===== src/hdl/mcd_pkg.sv =====
// shared constants for the firmware download command path
package mcd_pkg;
  // ===========================================================
  // task-file codes
  localparam logic [7:0] OPC_DOWNLOAD = 8'h92;
  localparam logic [7:0] SUB_OFFSETS = 8'h03;
  localparam logic [7:0] SUB_SINGLE = 8'h07;
  // ===========================================================
  // error and condition flag positions
  localparam int ERR_UNC = 6;
  localparam int ERR_ABT = 2;
  localparam int ST_BSY = 7;
  localparam int ST_RDY = 6;
  localparam int ST_DF = 5;
  localparam int ST_DSC = 4;
  localparam int ST_DRQ = 3;
  localparam int ST_ERR = 0;
  localparam logic [7:0] ERR_RESET = 8'h00;
  localparam logic [7:0] COND_RESET = 8'h50;
  // ===========================================================
  // sizes: a sector is 512 bytes, 128 words of 32 bits
  localparam int SECTOR_BYTES = 512;
  localparam int WORD_BYTES = 4;
  localparam int SECTOR_WORDS = SECTOR_BYTES / WORD_BYTES;
  localparam int WORD_SHIFT = 7;
  localparam logic [15:0] IMAGE_SECTORS_RESET = 16'h0000;
  // ===========================================================
  // host-side AXI4-Lite register map
  localparam logic [7:0] OFS_CTRL = 8'h00;
  localparam logic [7:0] OFS_TASK = 8'h04;
  localparam logic [7:0] OFS_OFFSET = 8'h08;
  localparam logic [7:0] OFS_DATA = 8'h0c;
  localparam logic [7:0] OFS_RESULT = 8'h10;
  localparam logic [7:0] OFS_IRQ_STAT = 8'h14;
  localparam logic [7:0] OFS_IRQ_MASK = 8'h18;
  localparam int IRQ_DONE = 0;
  localparam int IRQ_FAIL = 1;
  localparam logic [1:0] RESP_OKAY = 2'b00;
  localparam logic [1:0] RESP_SLVERR = 2'b10;
  // ===========================================================
  // device states
  typedef enum logic [1:0] {
    ST_IDLE = 2'b00,
    ST_XFER = 2'b01,
    ST_COMMIT = 2'b10
  } mcd_state_t;
endpackage : mcd_pkg


===== src/hdl/mcd_if.sv =====
// task-file link between host controller and drive
`timescale 1ns/1ps
`default_nettype none
interface mcd_if;
  logic cmd_valid;
  logic [7:0] cmd_opcode;
  logic [7:0] cmd_feature;
  logic [7:0] cmd_count;
  logic [7:0] cmd_lba_low;
  logic [7:0] cmd_lba_mid;
  logic [7:0] cmd_lba_high;
  logic soft_reset;
  logic data_valid;
  logic [31:0] data;
  logic data_ready;
  logic done;
  logic [7:0] error_flags;
  logic [7:0] condition_flags;
  modport host (
    output cmd_valid, cmd_opcode, cmd_feature, cmd_count, cmd_lba_low,
    output cmd_lba_mid, cmd_lba_high, soft_reset, data_valid, data,
    input data_ready, done, error_flags, condition_flags
  );
  modport device (
    input cmd_valid, cmd_opcode, cmd_feature, cmd_count, cmd_lba_low,
    input cmd_lba_mid, cmd_lba_high, soft_reset, data_valid, data,
    output data_ready, done, error_flags, condition_flags
  );
endinterface : mcd_if
`default_nettype wire


===== src/hdl/mcd_host.sv =====
// host end: AXI4-Lite driven issuer of download commands
`timescale 1ns/1ps
`default_nettype none
module mcd_host (
  input wire logic aclk,
  input wire logic aresetn,
  mcd_if.host link,
  input wire logic [7:0] s_axi_awaddr,
  input wire logic s_axi_awvalid,
  output logic s_axi_awready,
  input wire logic [31:0] s_axi_wdata,
  input wire logic [3:0] s_axi_wstrb,
  input wire logic s_axi_wvalid,
  output logic s_axi_wready,
  output logic [1:0] s_axi_bresp,
  output logic s_axi_bvalid,
  input wire logic s_axi_bready,
  input wire logic [7:0] s_axi_araddr,
  input wire logic s_axi_arvalid,
  output logic s_axi_arready,
  output logic [31:0] s_axi_rdata,
  output logic [1:0] s_axi_rresp,
  output logic s_axi_rvalid,
  input wire logic s_axi_rready,
  output logic irq
);
  import mcd_pkg::*;

  // ===========================================================
  // write channel capture: address and data in either order
  logic aw_have_reg;
  logic w_have_reg;
  logic [7:0] aw_reg;
  logic [31:0] w_reg;
  logic busy_reg;
  logic [31:0] task_reg;
  logic [15:0] offset_reg;
  logic [7:0] err_seen_reg;
  logic [7:0] cond_seen_reg;
  logic [1:0] irq_stat_reg;
  logic [1:0] irq_mask_reg;

  wire logic wr_go = aw_have_reg && w_have_reg && !s_axi_bvalid &&
    !(aw_reg == OFS_DATA && link.data_valid);
  wire logic rd_go = s_axi_arvalid && s_axi_arready;
  wire logic mapped = aw_reg == OFS_CTRL || aw_reg == OFS_TASK ||
    aw_reg == OFS_OFFSET || aw_reg == OFS_DATA || aw_reg == OFS_IRQ_MASK;
  wire logic stat_rd = rd_go && s_axi_araddr == OFS_IRQ_STAT;

  always_ff @(posedge aclk)
  begin
    if (!aresetn)
    begin
      aw_have_reg <= 1'b0;
      w_have_reg <= 1'b0;
      aw_reg <= 8'h00;
      w_reg <= 32'h00000000;
      s_axi_awready <= 1'b0;
      s_axi_wready <= 1'b0;
      s_axi_bvalid <= 1'b0;
      s_axi_bresp <= RESP_OKAY;
    end
    else
    begin
      s_axi_awready <= !aw_have_reg && !s_axi_awready;
      s_axi_wready <= !w_have_reg && !s_axi_wready;
      if (s_axi_awvalid && s_axi_awready)
      begin
        aw_have_reg <= 1'b1;
        aw_reg <= s_axi_awaddr;
        s_axi_awready <= 1'b0;
      end
      if (s_axi_wvalid && s_axi_wready)
      begin
        w_have_reg <= 1'b1;
        w_reg <= s_axi_wdata;
        s_axi_wready <= 1'b0;
      end
      if (wr_go)
      begin
        aw_have_reg <= 1'b0;
        w_have_reg <= 1'b0;
        s_axi_bvalid <= 1'b1;
        s_axi_bresp <= mapped ? RESP_OKAY : RESP_SLVERR;
      end
      else if (s_axi_bvalid && s_axi_bready)
        s_axi_bvalid <= 1'b0;
    end
  end

  // ===========================================================
  // read channel: one read in flight, unmapped answers SLVERR
  always_ff @(posedge aclk)
  begin
    if (!aresetn)
    begin
      s_axi_arready <= 1'b0;
      s_axi_rvalid <= 1'b0;
      s_axi_rdata <= 32'h00000000;
      s_axi_rresp <= RESP_OKAY;
    end
    else
    begin
      s_axi_arready <= !s_axi_rvalid && !s_axi_arready;
      if (rd_go)
      begin
        s_axi_arready <= 1'b0;
        s_axi_rvalid <= 1'b1;
        s_axi_rresp <= RESP_OKAY;
        case (s_axi_araddr)
          OFS_TASK: s_axi_rdata <= task_reg;
          OFS_OFFSET: s_axi_rdata <= {16'h0000, offset_reg};
          OFS_RESULT:
            s_axi_rdata <= {15'h0000, busy_reg, cond_seen_reg, err_seen_reg};
          OFS_IRQ_STAT: s_axi_rdata <= {30'h00000000, irq_stat_reg};
          OFS_IRQ_MASK: s_axi_rdata <= {30'h00000000, irq_mask_reg};
          default:
          begin
            s_axi_rdata <= 32'h00000000;
            s_axi_rresp <= RESP_SLVERR;
          end
        endcase
      end
      else if (s_axi_rvalid && s_axi_rready)
        s_axi_rvalid <= 1'b0;
    end
  end

  // ===========================================================
  // task file drive; go is ignored while a command is open
  always_ff @(posedge aclk)
  begin
    if (!aresetn)
    begin
      task_reg <= 32'h00000000;
      offset_reg <= 16'h0000;
      busy_reg <= 1'b0;
      irq_mask_reg <= 2'b00;
      link.cmd_valid <= 1'b0;
      link.cmd_opcode <= 8'h00;
      link.cmd_feature <= 8'h00;
      link.cmd_count <= 8'h00;
      link.cmd_lba_low <= 8'h00;
      link.cmd_lba_mid <= 8'h00;
      link.cmd_lba_high <= 8'h00;
      link.soft_reset <= 1'b0;
      link.data_valid <= 1'b0;
      link.data <= 32'h00000000;
    end
    else
    begin
      link.cmd_valid <= 1'b0;
      link.soft_reset <= 1'b0;
      if (link.data_valid && link.data_ready)
        link.data_valid <= 1'b0;
      if (link.done)
        busy_reg <= 1'b0;
      if (wr_go)
      begin
        case (aw_reg)
          OFS_TASK: task_reg <= w_reg;
          OFS_OFFSET: offset_reg <= w_reg[15:0];
          OFS_IRQ_MASK: irq_mask_reg <= w_reg[1:0];
          OFS_DATA:
          begin
            link.data_valid <= 1'b1;
            link.data <= w_reg;
          end
          OFS_CTRL:
          begin
            if (w_reg[1])
            begin
              // soft reset abandons the command and any queued word
              link.soft_reset <= 1'b1;
              link.data_valid <= 1'b0;
              busy_reg <= 1'b0;
            end
            else if (w_reg[0] && !busy_reg)
            begin
              busy_reg <= 1'b1;
              link.cmd_valid <= 1'b1;
              link.cmd_opcode <= task_reg[7:0];
              link.cmd_feature <= task_reg[15:8];
              link.cmd_count <= task_reg[23:16];
              link.cmd_lba_low <= task_reg[31:24];
              link.cmd_lba_mid <= offset_reg[7:0];
              link.cmd_lba_high <= offset_reg[15:8];
            end
          end
          default: busy_reg <= busy_reg;
        endcase
      end
    end
  end

  // ===========================================================
  // completion capture and sticky events; a new event beats the read
  always_ff @(posedge aclk)
  begin
    if (!aresetn)
    begin
      err_seen_reg <= ERR_RESET;
      cond_seen_reg <= COND_RESET;
      irq_stat_reg <= 2'b00;
      irq <= 1'b0;
    end
    else
    begin
      if (link.done)
      begin
        err_seen_reg <= link.error_flags;
        cond_seen_reg <= link.condition_flags;
      end
      irq_stat_reg[IRQ_DONE] <= link.done ||
        (irq_stat_reg[IRQ_DONE] && !stat_rd);
      irq_stat_reg[IRQ_FAIL] <= (link.done && link.condition_flags[ST_ERR])
        || (irq_stat_reg[IRQ_FAIL] && !stat_rd);
      irq <= |(irq_stat_reg & irq_mask_reg);
    end
  end
endmodule : mcd_host
`default_nettype wire


===== src/flat_wrapper.sv =====
// flat-port wrapper written by rule: the top's interface ports become plain ports
module mcd_host_flat import mcd_pkg::*;
  (aclk, aresetn, s_axi_awaddr, s_axi_awvalid, s_axi_awready, s_axi_wdata, s_axi_wstrb, s_axi_wvalid, s_axi_wready, s_axi_bresp, s_axi_bvalid, s_axi_bready, s_axi_araddr, s_axi_arvalid, s_axi_arready, s_axi_rdata, s_axi_rresp, s_axi_rvalid, s_axi_rready, irq, link_cmd_valid, link_cmd_opcode, link_cmd_feature, link_cmd_count, link_cmd_lba_low, link_cmd_lba_mid, link_cmd_lba_high, link_soft_reset, link_data_valid, link_data, link_data_ready, link_done, link_error_flags, link_condition_flags);
  mcd_if link_i ();
  input wire logic aclk;
  input wire logic aresetn;
  input wire logic [7:0] s_axi_awaddr;
  input wire logic s_axi_awvalid;
  output logic s_axi_awready;
  input wire logic [31:0] s_axi_wdata;
  input wire logic [3:0] s_axi_wstrb;
  input wire logic s_axi_wvalid;
  output logic s_axi_wready;
  output logic [1:0] s_axi_bresp;
  output logic s_axi_bvalid;
  input wire logic s_axi_bready;
  input wire logic [7:0] s_axi_araddr;
  input wire logic s_axi_arvalid;
  output logic s_axi_arready;
  output logic [31:0] s_axi_rdata;
  output logic [1:0] s_axi_rresp;
  output logic s_axi_rvalid;
  input wire logic s_axi_rready;
  output logic irq;
  output wire logic [$bits(link_i.cmd_valid)-1:0] link_cmd_valid;
  output wire logic [$bits(link_i.cmd_opcode)-1:0] link_cmd_opcode;
  output wire logic [$bits(link_i.cmd_feature)-1:0] link_cmd_feature;
  output wire logic [$bits(link_i.cmd_count)-1:0] link_cmd_count;
  output wire logic [$bits(link_i.cmd_lba_low)-1:0] link_cmd_lba_low;
  output wire logic [$bits(link_i.cmd_lba_mid)-1:0] link_cmd_lba_mid;
  output wire logic [$bits(link_i.cmd_lba_high)-1:0] link_cmd_lba_high;
  output wire logic [$bits(link_i.soft_reset)-1:0] link_soft_reset;
  output wire logic [$bits(link_i.data_valid)-1:0] link_data_valid;
  output wire logic [$bits(link_i.data)-1:0] link_data;
  input wire logic [$bits(link_i.data_ready)-1:0] link_data_ready;
  input wire logic [$bits(link_i.done)-1:0] link_done;
  input wire logic [$bits(link_i.error_flags)-1:0] link_error_flags;
  input wire logic [$bits(link_i.condition_flags)-1:0] link_condition_flags;
  assign link_cmd_valid = link_i.cmd_valid;
  assign link_cmd_opcode = link_i.cmd_opcode;
  assign link_cmd_feature = link_i.cmd_feature;
  assign link_cmd_count = link_i.cmd_count;
  assign link_cmd_lba_low = link_i.cmd_lba_low;
  assign link_cmd_lba_mid = link_i.cmd_lba_mid;
  assign link_cmd_lba_high = link_i.cmd_lba_high;
  assign link_soft_reset = link_i.soft_reset;
  assign link_data_valid = link_i.data_valid;
  assign link_data = link_i.data;
  assign link_i.data_ready = link_data_ready;
  assign link_i.done = link_done;
  assign link_i.error_flags = link_error_flags;
  assign link_i.condition_flags = link_condition_flags;
  mcd_host u_core (.aclk(aclk), .aresetn(aresetn), .link(link_i), .s_axi_awaddr(s_axi_awaddr), .s_axi_awvalid(s_axi_awvalid), .s_axi_awready(s_axi_awready), .s_axi_wdata(s_axi_wdata), .s_axi_wstrb(s_axi_wstrb), .s_axi_wvalid(s_axi_wvalid), .s_axi_wready(s_axi_wready), .s_axi_bresp(s_axi_bresp), .s_axi_bvalid(s_axi_bvalid), .s_axi_bready(s_axi_bready), .s_axi_araddr(s_axi_araddr), .s_axi_arvalid(s_axi_arvalid), .s_axi_arready(s_axi_arready), .s_axi_rdata(s_axi_rdata), .s_axi_rresp(s_axi_rresp), .s_axi_rvalid(s_axi_rvalid), .s_axi_rready(s_axi_rready), .irq(irq));
endmodule

===== config.mk =====
export PLATFORM = sky130hd
export DESIGN_NAME = mcd_host_flat
export DESIGN_NICKNAME = d
export VERILOG_FILES = /design/src/hdl/mcd_pkg.sv /design/src/hdl/mcd_if.sv /design/src/hdl/mcd_host.sv /design/src/flat_wrapper.sv
export SDC_FILE = /design/constraint.sdc
export NUM_CORES = 1
export LEC_CHECK = 0
export BUFFER_PORTS_ARGS = -buffer_cell sky130_fd_sc_hd__buf_2
export CORE_ASPECT_RATIO = 1.75
export CORE_MARGIN = 5
export CORE_UTILIZATION = 35
export DETAILED_ROUTE_END_ITERATION = 10
export GPL_ROUTABILITY_DRIVEN = 1
export PLACE_DENSITY = 0.6
export SETUP_SLACK_MARGIN = 0.15
export SLEW_MARGIN = 15
export SYNTH_ARGS = -nofsm -noshare
export SYNTH_HDL_FRONTEND = slang
export SYNTH_SLANG_ARGS = --single-unit

===== constraint.sdc =====
create_clock -name aclk -period 3.67 [get_ports aclk]
set_input_delay 0.5505 -clock aclk [delete_from_list [all_inputs] [get_ports aclk]]
set_output_delay 0.5505 -clock aclk [all_outputs]
set_load 0.02 [all_outputs]

# After elaboration in Yosys (flattened, before gate mapping)
# Index checks and enable logic that the tools add are counted.
# word_totals
word_cells,114
in_bits,77
regBits,236
out_inout_bits,125
# classes
n_eq_ne,10
n_mux,18
bitwise,5
n_reduce_logical,51
# ops
cell,count
$pmux 32 s5,1
$eq 8x5->1 const B,4
$eq 8x4->1 const B,3
$logic_and 1x1->1,18
$eq 8x3->1 const B,2
$mux 1,13
$logic_not 1->1,10
$reduce_or 2->1,5
$logic_not 8->1,1
$reduce_and 2->1,4
$reduce_or 4->1,2
$logic_or 1x1->1,6
$reduce_or 5->1,1
$mux 2,2
$not 1->1,4
$pmux 1 s2,2
$reduce_and 4->1,1
$reduce_bool 2->1,2
$ne 3x3->1 const B,1
$reduce_and 3->1,1
$and 2x2->2,1

# Depth between registers and ports, before layout
# Gate-level depths: netlist of run 1.
# depth
word_depth,6
depth_mapped,8
mapped_depth_nobuf,4

# Worst setup path after synthesis of run 1
# OpenSTA, ideal clock, no wires.
# synth_path
path_type,input-to-reg
start,input s_axi_araddr[3]
end,register u_core.s_axi_rdata[16]
path_stages,6
t_required_ns,3.591
path_buffers,2
t_arrival_ns,1.759
path_slack_ns,1.831
setup_time_ns,0.079
path_cell_list,buf_6 -> or3_4 -> nor3b_4 -> buf_6 -> a222oi_1 -> a211oi_2
# synth_between
elab_chain_len,2
elab_cells_between_ends,6
cone_classes,5 x eq/ne; 1 x mux
# synth_lines
element,line,rtl
"start, declared",flat_wrapper.sv:17,input wire logic [7:0] s_axi_araddr;
$eq 8x5->1 (tied with other cells),mcd_host.sv:110,case (s_axi_araddr)
$pmux 32 s5 (*),mcd_host.sv:110,
"end signal, assigned",mcd_host.sv:111,OFS_TASK: s_axi_rdata <= task_reg;
"end signal, assigned",mcd_host.sv:112,"OFS_OFFSET: s_axi_rdata <= {16'h0000, offset_reg};"
"end signal, assigned",mcd_host.sv:114,"s_axi_rdata <= {15'h0000, busy_reg, cond_seen_reg, err_seen_reg};"
"end, declared",mcd_host.sv:21,"output logic [31:0] s_axi_rdata,"
# Every way passes the cells marked *; elsewhere a longest branch is shown, timed or not.
# A chain may end at the register's enable or synchronous reset.

# Final worst setup path of run 1
# layout_path
start,register u_core.w_reg[0]
end,register u_core.link.cmd_opcode[2]
# layout_between
elab_chain_len,2
# layout_lines
element,line,rtl
"start, declared",mcd_host.sv:34,logic [31:0] w_reg;
"start signal, assigned",mcd_host.sv:76,w_reg <= s_axi_wdata;
$logic_and 1x1->1,mcd_host.sv:178,else if (w_reg[0] && !busy_reg)
$reduce_and 4->1 (no source line),--,
"end signal, assigned",mcd_host.sv:182,link.cmd_opcode <= task_reg[7:0];
"end, declared",mcd_if.sv:20,"output cmd_valid, cmd_opcode, cmd_feature, cmd_count, cmd_lba_low,"
# Every way passes these cells.

==> results of run 1 <==
power by group:
part	leakage, uW	switching, uW	internal, uW
registers	0.00189	41.6	2580
logic	0.00185	177	88.0
clock network	0.000403	1010	1540
total	0.00414	1230	4200
layout make-up:
class / count / area share [%]
clock buffer: 30 / 6.07
clock inverter: 10 / 1.50
inverter: 2 / 0.117
multi-input combinational: 731 / 34.9
sequential: 234 / 43.6
tap: 316 / 3.68
timing repair buffer: 208 / 10.1
metal layers:
| layer | global-route usage, % | part of all wire [%] |
|---|---|---|
| met3 | 3.53 | 5.4 |
| met5 | 0 | 0 |
| met1 | 21.4 | 40 |
| met2 | 32.2 | 51 |
| met4 | 6.90 | 3.2 |
worst min-delay path, cell delays in order:
cell,delay [ps]
buf_2,80
mux2i_1,60
nand2_1,60
per-stage QoR:
stage	instance area [sq um]	power, uW	util [%]	hold WS (ps)	instances
floorplan	8860	2840	-	418	1059
detailed placement	9920	2950	39.5	439	1491
CTS	10700	5500	42.7	247	1531
global route	10700	5630	42.7	259	1531
finish	10700	5430	42.7	269	1531
global placement	9920	2940	39.5	432	1491
path summary, 6_finish.rpt:
check / start / endpoint / slack (ps) / cells past startpoint
min: link_condition_flags[6] / u_core.cond_seen_reg[6] / 270 / 3
max: u_core.w_reg[0] / u_core.link.cmd_opcode[2] / 1400 / 5
min reg2reg: u_core.w_have_reg / u_core.s_axi_wready / 450 / 1
max reg2reg: u_core.w_reg[0] / u_core.link.cmd_opcode[2] / 1400 / 5
layout by cell type, fill, tap and decap left out, types with 3 or more instances in the layout:
cell type and instances:
a21oi_1 173, a221oi_1 14, a22oi_1 17, a31oi_1 3
and4_1 3, buf_2 195, buf_4 12, bufinv_16 4
clkbuf_16 23, clkbuf_8 5, clkinv_2 3, dfxtp_1 234
mux2i_1 18, nand2_1 258, nand2b_1 6, nand3_1 59
nand3b_1 4, nand4_1 6, nor2_1 37, nor3_1 7
nor3b_1 17, o21ai_0 61, o21ai_1 4
kinds of logic (layout without fill, tap and decap cells):
logic type | Yosys count | count (layout)
buf+inv | 94 | 250
mux | 18 | 18
flops | 234 | 234
simple gates | 424 | 424
other cells | 1 | 2
compound gates | 287 | 287
==> metrics.txt, run 1 <==
# TYPE chip_impl_metric gauge
chip_impl_metric{name="insertedDiodeCount",unit=""} 0
chip_impl_info{name="run_status",value="completed"} 1
chip_impl_metric{name="area.sequential",unit="sq um"} 4680
chip_impl_info{name="timing.hold.worst.class",value="input pin to flip-flop"} 1
chip_impl_metric{name="finalCriticalPeriod",unit="ps"} 2270
chip_impl_info{name="worst_setup_path_end_kind",value="flip-flop"} 1
chip_impl_info{name="path_class",value="flip-flop to flip-flop"} 1
chip_impl_metric{name="worst_skew_pair.late_latency",unit="ps"} 510
chip_impl_metric{name="cts_max_level",unit=""} 1
chip_impl_metric{name="synth-seq-cells",unit=""} 234
chip_impl_info{name="synth.top_cells.by_count",value="259 x nand2_1, 234 x dfxtp_1, 173 x a21oi_1"} 1
chip_impl_metric{name="dp_hpwl",unit="um"} 18200
chip_impl_metric{name="synth_top_cell_area_share",unit="%"} 52.9
chip_impl_metric{name="yosys_warning_count",unit=""} 0
chip_impl_info{name="cell_type_with_the_largest_total_area_after_synthesis",value="dfxtp_1"} 1
chip_impl_metric{name="number_of_hold_violations_in_the_final_report",unit=""} 0
chip_impl_metric{name="areaGrowthSynthToFinish",unit="%"} 21.2
chip_impl_metric{name="synth_xor_area_share",unit="%"} 0
chip_impl_metric{name="critical_path_peak_fanout",unit=""} 37
chip_impl_metric{name="layout.nets",unit=""} 1277
chip_impl_metric{name="synth_cell_type_count",unit=""} 53
chip_impl_metric{name="dpl_worst_slack",unit="ps"} 1410
chip_impl_info{name="timing.critical_path.slowest_stage_cell",value="and2_2"} 1
chip_impl_info{name="post-synth-top-count-cell",value="nand2_1"} 1
chip_impl_metric{name="cts_buffer_depth",unit=""} 3
chip_impl_metric{name="maxCapViolations",unit=""} 0
chip_impl_metric{name="antenna_found_initial",unit=""} 0
chip_impl_metric{name="global_route_wire_length_before_repair",unit="um"} 41400
chip_impl_metric{name="critical_path.max_stage_delay",unit="ps"} 700
chip_impl_metric{name="initial_core_util",unit="%"} 35.2
chip_impl_metric{name="number_of_port_buffers",unit=""} 195
chip_impl_metric{name="max_ir_drop_vdd",unit="mV"} 0.254
chip_impl_metric{name="slew_headroom",unit="%"} 32.8
chip_impl_info{name="worst_path_dominant_cell_family",value="simple AND/OR/NAND/NOR gates"} 1
chip_impl_metric{name="postCtsHoldBufs",unit=""} 0
chip_impl_info{name="main_combinational_cell_family_by_area_after_synthesis",value="simple AND/OR/NAND/NOR gates"} 1
chip_impl_metric{name="vias_per_cell",unit=""} 5.09
chip_impl_metric{name="max_freq",unit="MHz"} 441
chip_impl_metric{name="critical_path_required",unit="ps"} 4110
chip_impl_metric{name="global_route.overflow_total",unit=""} 0
chip_impl_metric{name="die_w",unit="um"} 130
chip_impl_metric{name="rows",unit=""} 77
chip_impl_metric{name="synth_adder_area_share",unit="%"} 0
chip_impl_info{name="cts_tree",value="yes"} 1
chip_impl_metric{name="drt_iter0_markers",unit=""} 522
chip_impl_metric{name="synth.mux.area_fraction",unit="%"} 2.03
chip_impl_metric{name="synth_sequential_area_ratio",unit="%"} 52.9
chip_impl_metric{name="pin_count_of_the_biggest_net_entering_global_routing",unit=""} 129
chip_impl_metric{name="coreArea",unit="sq um"} 25100
chip_impl_info{name="path_cells",value="nor3b_1 -> and2_2 -> buf_4 -> nand3_1 -> a21oi_1"} 1
chip_impl_metric{name="cellPowerDensity",unit="nW/um^2"} 506
chip_impl_metric{name="synth_compound_gate_area_share",unit="%"} 18.0
chip_impl_metric{name="die_h",unit="um"} 220
chip_impl_metric{name="slew_violations",unit=""} 0
chip_impl_info{name="dominantRegCellSynth",value="dfxtp_1"} 1
chip_impl_metric{name="fraction_of_layout_cells_with_a_size_suffix_above_1",unit="%"} 21.3
chip_impl_metric{name="num_vias",unit=""} 7793
chip_impl_info{name="cts-root-buf",value="clkbuf_16"} 1
chip_impl_metric{name="drc_errors",unit=""} 0
chip_impl_metric{name="p_leak",unit="uW"} 0.00414
chip_impl_metric{name="critical_path_arrival",unit="ps"} 2700
chip_impl_metric{name="finalWorstSetupSlack",unit="ps"} 1400
chip_impl_metric{name="cts_repair_resize_count",unit=""} 0
chip_impl_metric{name="grt_pass1_vias",unit=""} 7417
chip_impl_metric{name="yosys.area_share.simple",unit="%"} 22.1
chip_impl_metric{name="routed_wirelength",unit="um"} 27000
chip_impl_metric{name="nFillCells",unit=""} 2564
chip_impl_metric{name="io_pins",unit=""} 202
chip_impl_metric{name="finClkSkew",unit="ps"} 7.55
chip_impl_metric{name="multi_input_comb_area",unit="sq um"} 3750
chip_impl_metric{name="setup-violations-final",unit=""} 0
chip_impl_metric{name="avgSynthCellArea",unit="sq um"} 8.38
chip_impl_metric{name="cts_buffers",unit=""} 23
chip_impl_metric{name="tightest_slew",unit="ps"} 1000
chip_impl_info{name="critical_path.startpoint_type",value="flip-flop"} 1
chip_impl_info{name="post_synth_main_area_contributors",value="dfxtp_1 53%, nand2_1 11%, a21oi_1 9.8%"} 1
chip_impl_metric{name="dieArea",unit="sq um"} 28700
chip_impl_metric{name="asyncSetResetFlopFracSynth",unit="%"} 0
chip_impl_metric{name="final.period_utilization",unit="%"} 61.7
chip_impl_metric{name="drt_pre_antenna_iters",unit=""} 5
chip_impl_metric{name="mappedNetlistArea",unit="sq um"} 8860
chip_impl_metric{name="antenna_left",unit=""} 0
chip_impl_metric{name="synthesis.instances",unit=""} 1058
chip_impl_metric{name="synth_enable_flop_cells",unit=""} 0
chip_impl_metric{name="cts_num_sinks",unit=""} 234
chip_impl_metric{name="worstPathBufferInverterCount",unit=""} 1
chip_impl_metric{name="timing.setup.tns",unit="ps"} 0
chip_impl_metric{name="clk_transition_reported_paths",unit="ps"} 60
chip_impl_metric{name="finalWeightedCongestion",unit=""} 0.817
chip_impl_metric{name="wire_per_inst",unit="um"} 17.6
chip_impl_info{name="rsz0062_at_grt",value="no"} 1
chip_impl_metric{name="post_cts.repair.setup_buffers",unit=""} 0
chip_impl_metric{name="grtUsageTotal",unit="%"} 18.1
Note: power is estimated with default switching activity, not from simulation.
==> run 2, diff against run 1 <==
- clock period: 3.67 -> 2.2 ns (I/O delays scaled with it)
==> metrics.txt, run 2 (synthesis results as in run 1) <==
# TYPE chip_impl_metric gauge
chip_impl_info{name="run_status",value="completed"} 1
chip_impl_metric{name="placement.cell_area",unit="sq um"} 10000
chip_impl_metric{name="power.combinational.fraction",unit="%"} 5.1
chip_impl_info{name="worst_path_dominant_cell_family",value="simple AND/OR/NAND/NOR gates"} 1
chip_impl_info{name="cts_tree",value="yes"} 1
chip_impl_metric{name="insertedDiodeCount",unit=""} 0
chip_impl_metric{name="critical_path_arrival",unit="ps"} 2230
chip_impl_info{name="timing.hold.worst.class",value="input pin to flip-flop"} 1
chip_impl_metric{name="max_ir_drop_vdd",unit="mV"} 0.718
chip_impl_metric{name="antenna_left",unit=""} 0
chip_impl_metric{name="final.period_utilization",unit="%"} 81.5
chip_impl_metric{name="finalWeightedCongestion",unit=""} 0.819
chip_impl_metric{name="tightest_slew",unit="ps"} 968
chip_impl_metric{name="nFillCells",unit=""} 2546
chip_impl_metric{name="finalCriticalPeriod",unit="ps"} 1790
chip_impl_info{name="path_cells",value="nor4bb_1 -> and4_1 -> buf_4 -> nand2_1 -> a21oi_1"} 1
chip_impl_metric{name="maxCapViolations",unit=""} 0
chip_impl_metric{name="critical_path_peak_fanout",unit=""} 33
chip_impl_metric{name="cts_max_level",unit=""} 1
chip_impl_metric{name="internal_power",unit="uW"} 6900
chip_impl_metric{name="antenna_found_initial",unit=""} 0
chip_impl_metric{name="layout.nets",unit=""} 1291
chip_impl_metric{name="global_route.overflow_total",unit=""} 0
chip_impl_metric{name="number_of_port_buffers",unit=""} 195
chip_impl_metric{name="die_w",unit="um"} 130
chip_impl_metric{name="fraction_of_layout_cells_with_a_size_suffix_above_1",unit="%"} 22.0
chip_impl_metric{name="max_freq",unit="MHz"} 557
chip_impl_info{name="critical_path.startpoint_type",value="flip-flop"} 1
chip_impl_metric{name="critical_path.max_stage_delay",unit="ps"} 480
chip_impl_metric{name="clock_power_share",unit="%"} 46.0
chip_impl_metric{name="wire_per_inst",unit="um"} 17.4
chip_impl_metric{name="drt_iter0_markers",unit=""} 505
chip_impl_metric{name="setup-violations-final",unit=""} 0
chip_impl_metric{name="cts_buffers",unit=""} 24
chip_impl_metric{name="pin_count_of_the_biggest_net_entering_global_routing",unit=""} 113
chip_impl_metric{name="number_of_hold_violations_in_the_final_report",unit=""} 0
chip_impl_metric{name="postCtsHoldBufs",unit=""} 0
chip_impl_metric{name="global_route_wire_length_before_repair",unit="um"} 41500
chip_impl_metric{name="slew_violations",unit=""} 0
chip_impl_info{name="worst_setup_path_end_kind",value="flip-flop"} 1
chip_impl_metric{name="finClkSkew",unit="ps"} 9.32
chip_impl_info{name="cts-root-buf",value="clkbuf_16"} 1
chip_impl_metric{name="grt_pass1_vias",unit=""} 7540
chip_impl_metric{name="p_leak",unit="uW"} 0.00420
chip_impl_metric{name="io_pins",unit=""} 202
chip_impl_metric{name="coreArea",unit="sq um"} 25100
chip_impl_metric{name="worst_skew_pair.late_latency",unit="ps"} 520
chip_impl_metric{name="vias_per_cell",unit=""} 5.08
chip_impl_info{name="most_frequent_standard_cell_in_the_layout_excluding_fill_and_tap_cells",value="nand2_1"} 1
chip_impl_metric{name="rows",unit=""} 77
chip_impl_metric{name="drt_pre_antenna_iters",unit=""} 5
chip_impl_info{name="timing.critical_path.slowest_stage_cell",value="dfxtp_1"} 1
chip_impl_metric{name="areaGrowthSynthToFinish",unit="%"} 22.3
chip_impl_metric{name="switching_share",unit="%"} 22.7
chip_impl_metric{name="final_util",unit="%"} 43.1
chip_impl_metric{name="initial_core_util",unit="%"} 35.2
chip_impl_metric{name="cellPowerDensity",unit="nW/um^2"} 824
chip_impl_metric{name="post-route-cell-area",unit="sq um"} 10800
chip_impl_metric{name="cts_num_sinks",unit=""} 234
chip_impl_metric{name="dieArea",unit="sq um"} 28700
chip_impl_metric{name="num_vias",unit=""} 7848
chip_impl_info{name="most-common-layout-cells",value="258 x nand2_1, 234 x dfxtp_1, 195 x buf_2"} 1
chip_impl_metric{name="cts_buffer_depth",unit=""} 3
chip_impl_metric{name="drc_errors",unit=""} 0
chip_impl_metric{name="worstPathBufferInverterCount",unit=""} 1
chip_impl_metric{name="timing.setup.tns",unit="ps"} 0
chip_impl_metric{name="critical_path_required",unit="ps"} 2640
chip_impl_info{name="path_class",value="flip-flop to flip-flop"} 1
chip_impl_metric{name="clk_transition_reported_paths",unit="ps"} 60
chip_impl_metric{name="routed_wirelength",unit="um"} 26900
chip_impl_metric{name="sequentialPowerShare",unit="%"} 48.9
chip_impl_metric{name="post_cts.repair.setup_buffers",unit=""} 0
chip_impl_metric{name="cts_repair_resize_count",unit=""} 0
chip_impl_metric{name="p_switching",unit="uW"} 2030
chip_impl_metric{name="slew_headroom",unit="%"} 35.2
chip_impl_metric{name="fin_total_pwr",unit="uW"} 8940
chip_impl_info{name="rsz0062_at_grt",value="no"} 1
chip_impl_metric{name="grtUsageTotal",unit="%"} 18.2
chip_impl_metric{name="die_h",unit="um"} 220
chip_impl_metric{name="dp_hpwl",unit="um"} 18700
==> run 2: worst paths after layout <==
path	start	end	slack, ps	depth (start not counted)
worst max-delay path	u_core.aw_reg[2]	u_core.link.data[17]	410	5
worst min-delay path	link_error_flags[2]	u_core.err_seen_reg[2]	40	3
worst max register to register	u_core.aw_reg[2]	u_core.link.data[17]	410	5
worst min register to register	u_core.aw_have_reg	u_core.s_axi_awready	450	1
==> run 2: tightest hold or removal path: cells and delay by family <==
kind	cells	cell delay [ps]
mux	1	50
buf+inv	1	70
simple gates	1	70
==> run 2: final cells by class <==
type | count | area [sq um] | area share [%]
repair buffers | 221 | 1210 | 11.2
well taps | 316 | 395 | 3.65
inverters | 2 | 12.5 | 0.115
clock inverters | 7 | 87.6 | 0.808
multi-input cells | 731 | 3750 | 34.6
flip-flops and latches | 234 | 4680 | 43.2
clock buffers | 35 | 703 | 6.49
==> run 2: layer usage <==
layer	wire [um]	track usage (%)
met5	0	0
met4	945	7.25
met3	1510	3.21
met2	13700	32.3
met1	10800	21.4
==> run 2: stage by stage <==
step	cells	setup WS, ps	hold slack (ps)
global placement	1504	321	437
finish	1546	406	43.4
detailed placement	1504	302	439
global route	1546	258	38.4
floorplan	1059	582	418
CTS	1546	432	16.5
==> run 2: power groups by stage <==
stage	combinational (uW)	sequential, uW	clock, uW
2_1_floorplan	283	4450	0
3_3_place_gp	453	4460	0
3_5_place_dp	457	4460	0
4_1_cts	459	4370	4220
5_1_grt	500	4380	4390
6_report	453	4370	4110
==> run 3, diff against run 2 <==
- PLACE_DENSITY: 0.6 -> 0.62
- clock period: 2.2 -> 1.65 ns (I/O delays scaled with it)
==> metrics.txt, run 3 (synthesis results as in run 1) <==
# TYPE chip_impl_metric gauge
chip_impl_info{name="run_status",value="complete, but fails checks"} 1
chip_impl_info{name="failed_checks",value="negative setup slack"} 1
chip_impl_info{name="path_cells",value="buf_4 -> nor3_4 -> buf_6 -> nand4b_1 -> buf_6 -> buf_4 -> o21ai_1 -> a21oi_2"} 1
chip_impl_metric{name="grtUsageTotal",unit="%"} 21.4
chip_impl_metric{name="critical_path.max_stage_delay",unit="ps"} 320
chip_impl_metric{name="tightest_slew",unit="ps"} 912
chip_impl_metric{name="dp_hpwl",unit="um"} 19300
chip_impl_metric{name="finClkSkew",unit="ps"} 11.0
chip_impl_metric{name="die_w",unit="um"} 130
chip_impl_metric{name="global_route.overflow_total",unit=""} 0
chip_impl_metric{name="critical_path_required",unit="ps"} 2010
chip_impl_metric{name="number_of_port_buffers",unit=""} 195
chip_impl_metric{name="critical_path_arrival",unit="ps"} 2070
chip_impl_metric{name="slew_headroom",unit="%"} 39.2
chip_impl_metric{name="max_ir_drop_vdd",unit="mV"} 0.793
chip_impl_metric{name="max_freq",unit="MHz"} 585
chip_impl_metric{name="rows",unit=""} 77
chip_impl_info{name="cts_tree",value="yes"} 1
chip_impl_metric{name="finalWorstSetupSlack",unit="ps"} -58.9
chip_impl_metric{name="final.period_utilization",unit="%"} 104
chip_impl_metric{name="antenna_left",unit=""} 0
chip_impl_metric{name="pin_count_of_the_biggest_net_entering_global_routing",unit=""} 135
chip_impl_metric{name="finalWeightedCongestion",unit=""} 0.830
chip_impl_metric{name="cts_max_level",unit=""} 1
chip_impl_metric{name="wire_per_inst",unit="um"} 19.6
chip_impl_metric{name="vias_per_cell",unit=""} 5.22
chip_impl_metric{name="insertedDiodeCount",unit=""} 0
chip_impl_info{name="most_frequent_standard_cell_in_the_layout_excluding_fill_and_tap_cells",value="dfxtp_1"} 1
chip_impl_metric{name="cts_buffer_depth",unit=""} 3
chip_impl_metric{name="drt_iter0_markers",unit=""} 502
chip_impl_metric{name="slew_violations",unit=""} 0
chip_impl_metric{name="grt_pass1_vias",unit=""} 8515
chip_impl_metric{name="fraction_of_layout_cells_with_a_size_suffix_above_1",unit="%"} 34.4
chip_impl_metric{name="dpl_worst_slack",unit="ps"} -53.2
chip_impl_info{name="timing.critical_path.slowest_stage_cell",value="dfxtp_2"} 1
chip_impl_metric{name="finalCriticalPeriod",unit="ps"} 1710
chip_impl_info{name="worst_setup_path_end_kind",value="flip-flop"} 1
chip_impl_info{name="rsz0062_at_grt",value="yes"} 1
chip_impl_metric{name="p_leak",unit="uW"} 0.00495
chip_impl_metric{name="post-route-cell-area",unit="sq um"} 12800
chip_impl_info{name="most-common-layout-cells",value="227 x dfxtp_1, 206 x nand2_1, 195 x buf_2"} 1
chip_impl_metric{name="io_pins",unit=""} 202
chip_impl_info{name="cts-root-buf",value="clkbuf_16"} 1
chip_impl_info{name="timing.hold.worst.class",value="input pin to flip-flop"} 1
chip_impl_metric{name="routed_wirelength",unit="um"} 32300
chip_impl_info{name="path_class",value="flip-flop to flip-flop"} 1
chip_impl_metric{name="clk_transition_reported_paths",unit="ps"} 60
chip_impl_info{name="worst_path_dominant_cell_family",value="buffers and inverters"} 1
chip_impl_metric{name="layout.nets",unit=""} 1391
chip_impl_info{name="critical_path.startpoint_type",value="flip-flop"} 1
chip_impl_metric{name="cellPowerDensity",unit="nW/um^2"} 932
chip_impl_metric{name="antenna_found_initial",unit=""} 0
chip_impl_metric{name="maxCapViolations",unit=""} 0
chip_impl_metric{name="worst_skew_pair.late_latency",unit="ps"} 520
chip_impl_metric{name="worstPathBufferInverterCount",unit=""} 4
chip_impl_metric{name="coreArea",unit="sq um"} 25100
chip_impl_metric{name="global_route_wire_length_before_repair",unit="um"} 47800
chip_impl_metric{name="num_vias",unit=""} 8597
chip_impl_metric{name="cts_buffers",unit=""} 23
chip_impl_metric{name="nFillCells",unit=""} 2339
chip_impl_metric{name="initial_core_util",unit="%"} 35.2
chip_impl_metric{name="number_of_hold_violations_in_the_final_report",unit=""} 0
chip_impl_metric{name="critical_path_peak_fanout",unit=""} 7
chip_impl_metric{name="cts_num_sinks",unit=""} 234
chip_impl_metric{name="areaGrowthSynthToFinish",unit="%"} 44.1
chip_impl_metric{name="dieArea",unit="sq um"} 28700
chip_impl_metric{name="die_h",unit="um"} 220
chip_impl_metric{name="setup-violations-final",unit=""} 55
chip_impl_metric{name="drt_pre_antenna_iters",unit=""} 5
chip_impl_metric{name="drc_errors",unit=""} 0
chip_impl_metric{name="placement.cell_area",unit="sq um"} 10300
run 3: changes by cell type in the layout (fill, tap and decap cells not counted), sizes merged:
| cell | before | now |
|---|---|---|
| buf | 221 | 271 |
| clkinvlp | 1 | 3 |
| dlygate4sd3 | 0 | 48 |
run 3: final cells by class:
cell class                      instances  area (sq um)  share of cell area [%]
Clock buffer                           32           629                    4.93
Inverter                                2          12.5                  0.0980
Multi-Input combinational cell        731          4290                    33.6
Clock inverter                          9           103                   0.804
Timing Repair Buffer                  322          2640                    20.7
Tap cell                              316           395                    3.10
Sequential cell                       234          4690                    36.8
run 3: metal layers:
layer	track usage (%)	wire length [um]	vias up
li1	-	-	4150
met1	24.9	12200	4079
met2	38.0	16700	294
met3	3.48	1920	74
met4	9.67	1420	0
met5	0	0	-
run 3: timing repair:
| item | CTS | global route |
|---|---|---|
| pin swaps | 34 | 33 |
| endpoints found under the setup margin | 146 | 151 |
| hold buffers | 48 | 0 |
| hold endpoints to repair | 48 | 0 |
| cloned | 13 | 3 |
| resized for setup | 87 | 123 |
| setup buffers | 18 | 2 |
run 3: power breakdown:
part	internal (uW)	switching, uW
logic	363	483
registers	5740	90.4
clock network	2980	2240
run 3: worst paths after layout:
path / cells past startpoint / slack, ps / startpoint / end
max reg2reg: 8 / -60 / u_core.aw_reg[7] / u_core.link.cmd_lba_low[6]
min: 3 / 7 / link_error_flags[1] / u_core.err_seen_reg[1]
min reg2reg: 1 / 440 / u_core.w_have_reg / u_core.s_axi_wready
max: 8 / -60 / u_core.aw_reg[7] / u_core.link.cmd_lba_low[6]
run 3: stage by stage:
step                cells  utilization [%]  hold slack (ps)  setup TNS (ps)  power, uW
detailed placement   1521             41.1              430           -1160       6610
floorplan            1059                -              376               0       6320
global placement     1521             41.1              425           -1280       6600
CTS                  1641             48.8             3.44            -643      11900
global route         1646             50.8             10.3           -9530      12300
finish               1646             50.8             7.13           -1150      11900
run 3: worst register-to-register path, delay by kind of cell, from the launching register on:
kind	cells	cell delay [ps]
buffers and inverters	4	640
DFF	1	320
and+or+nand+nor	2	340
AOI/OAI and AO/OA	2	270
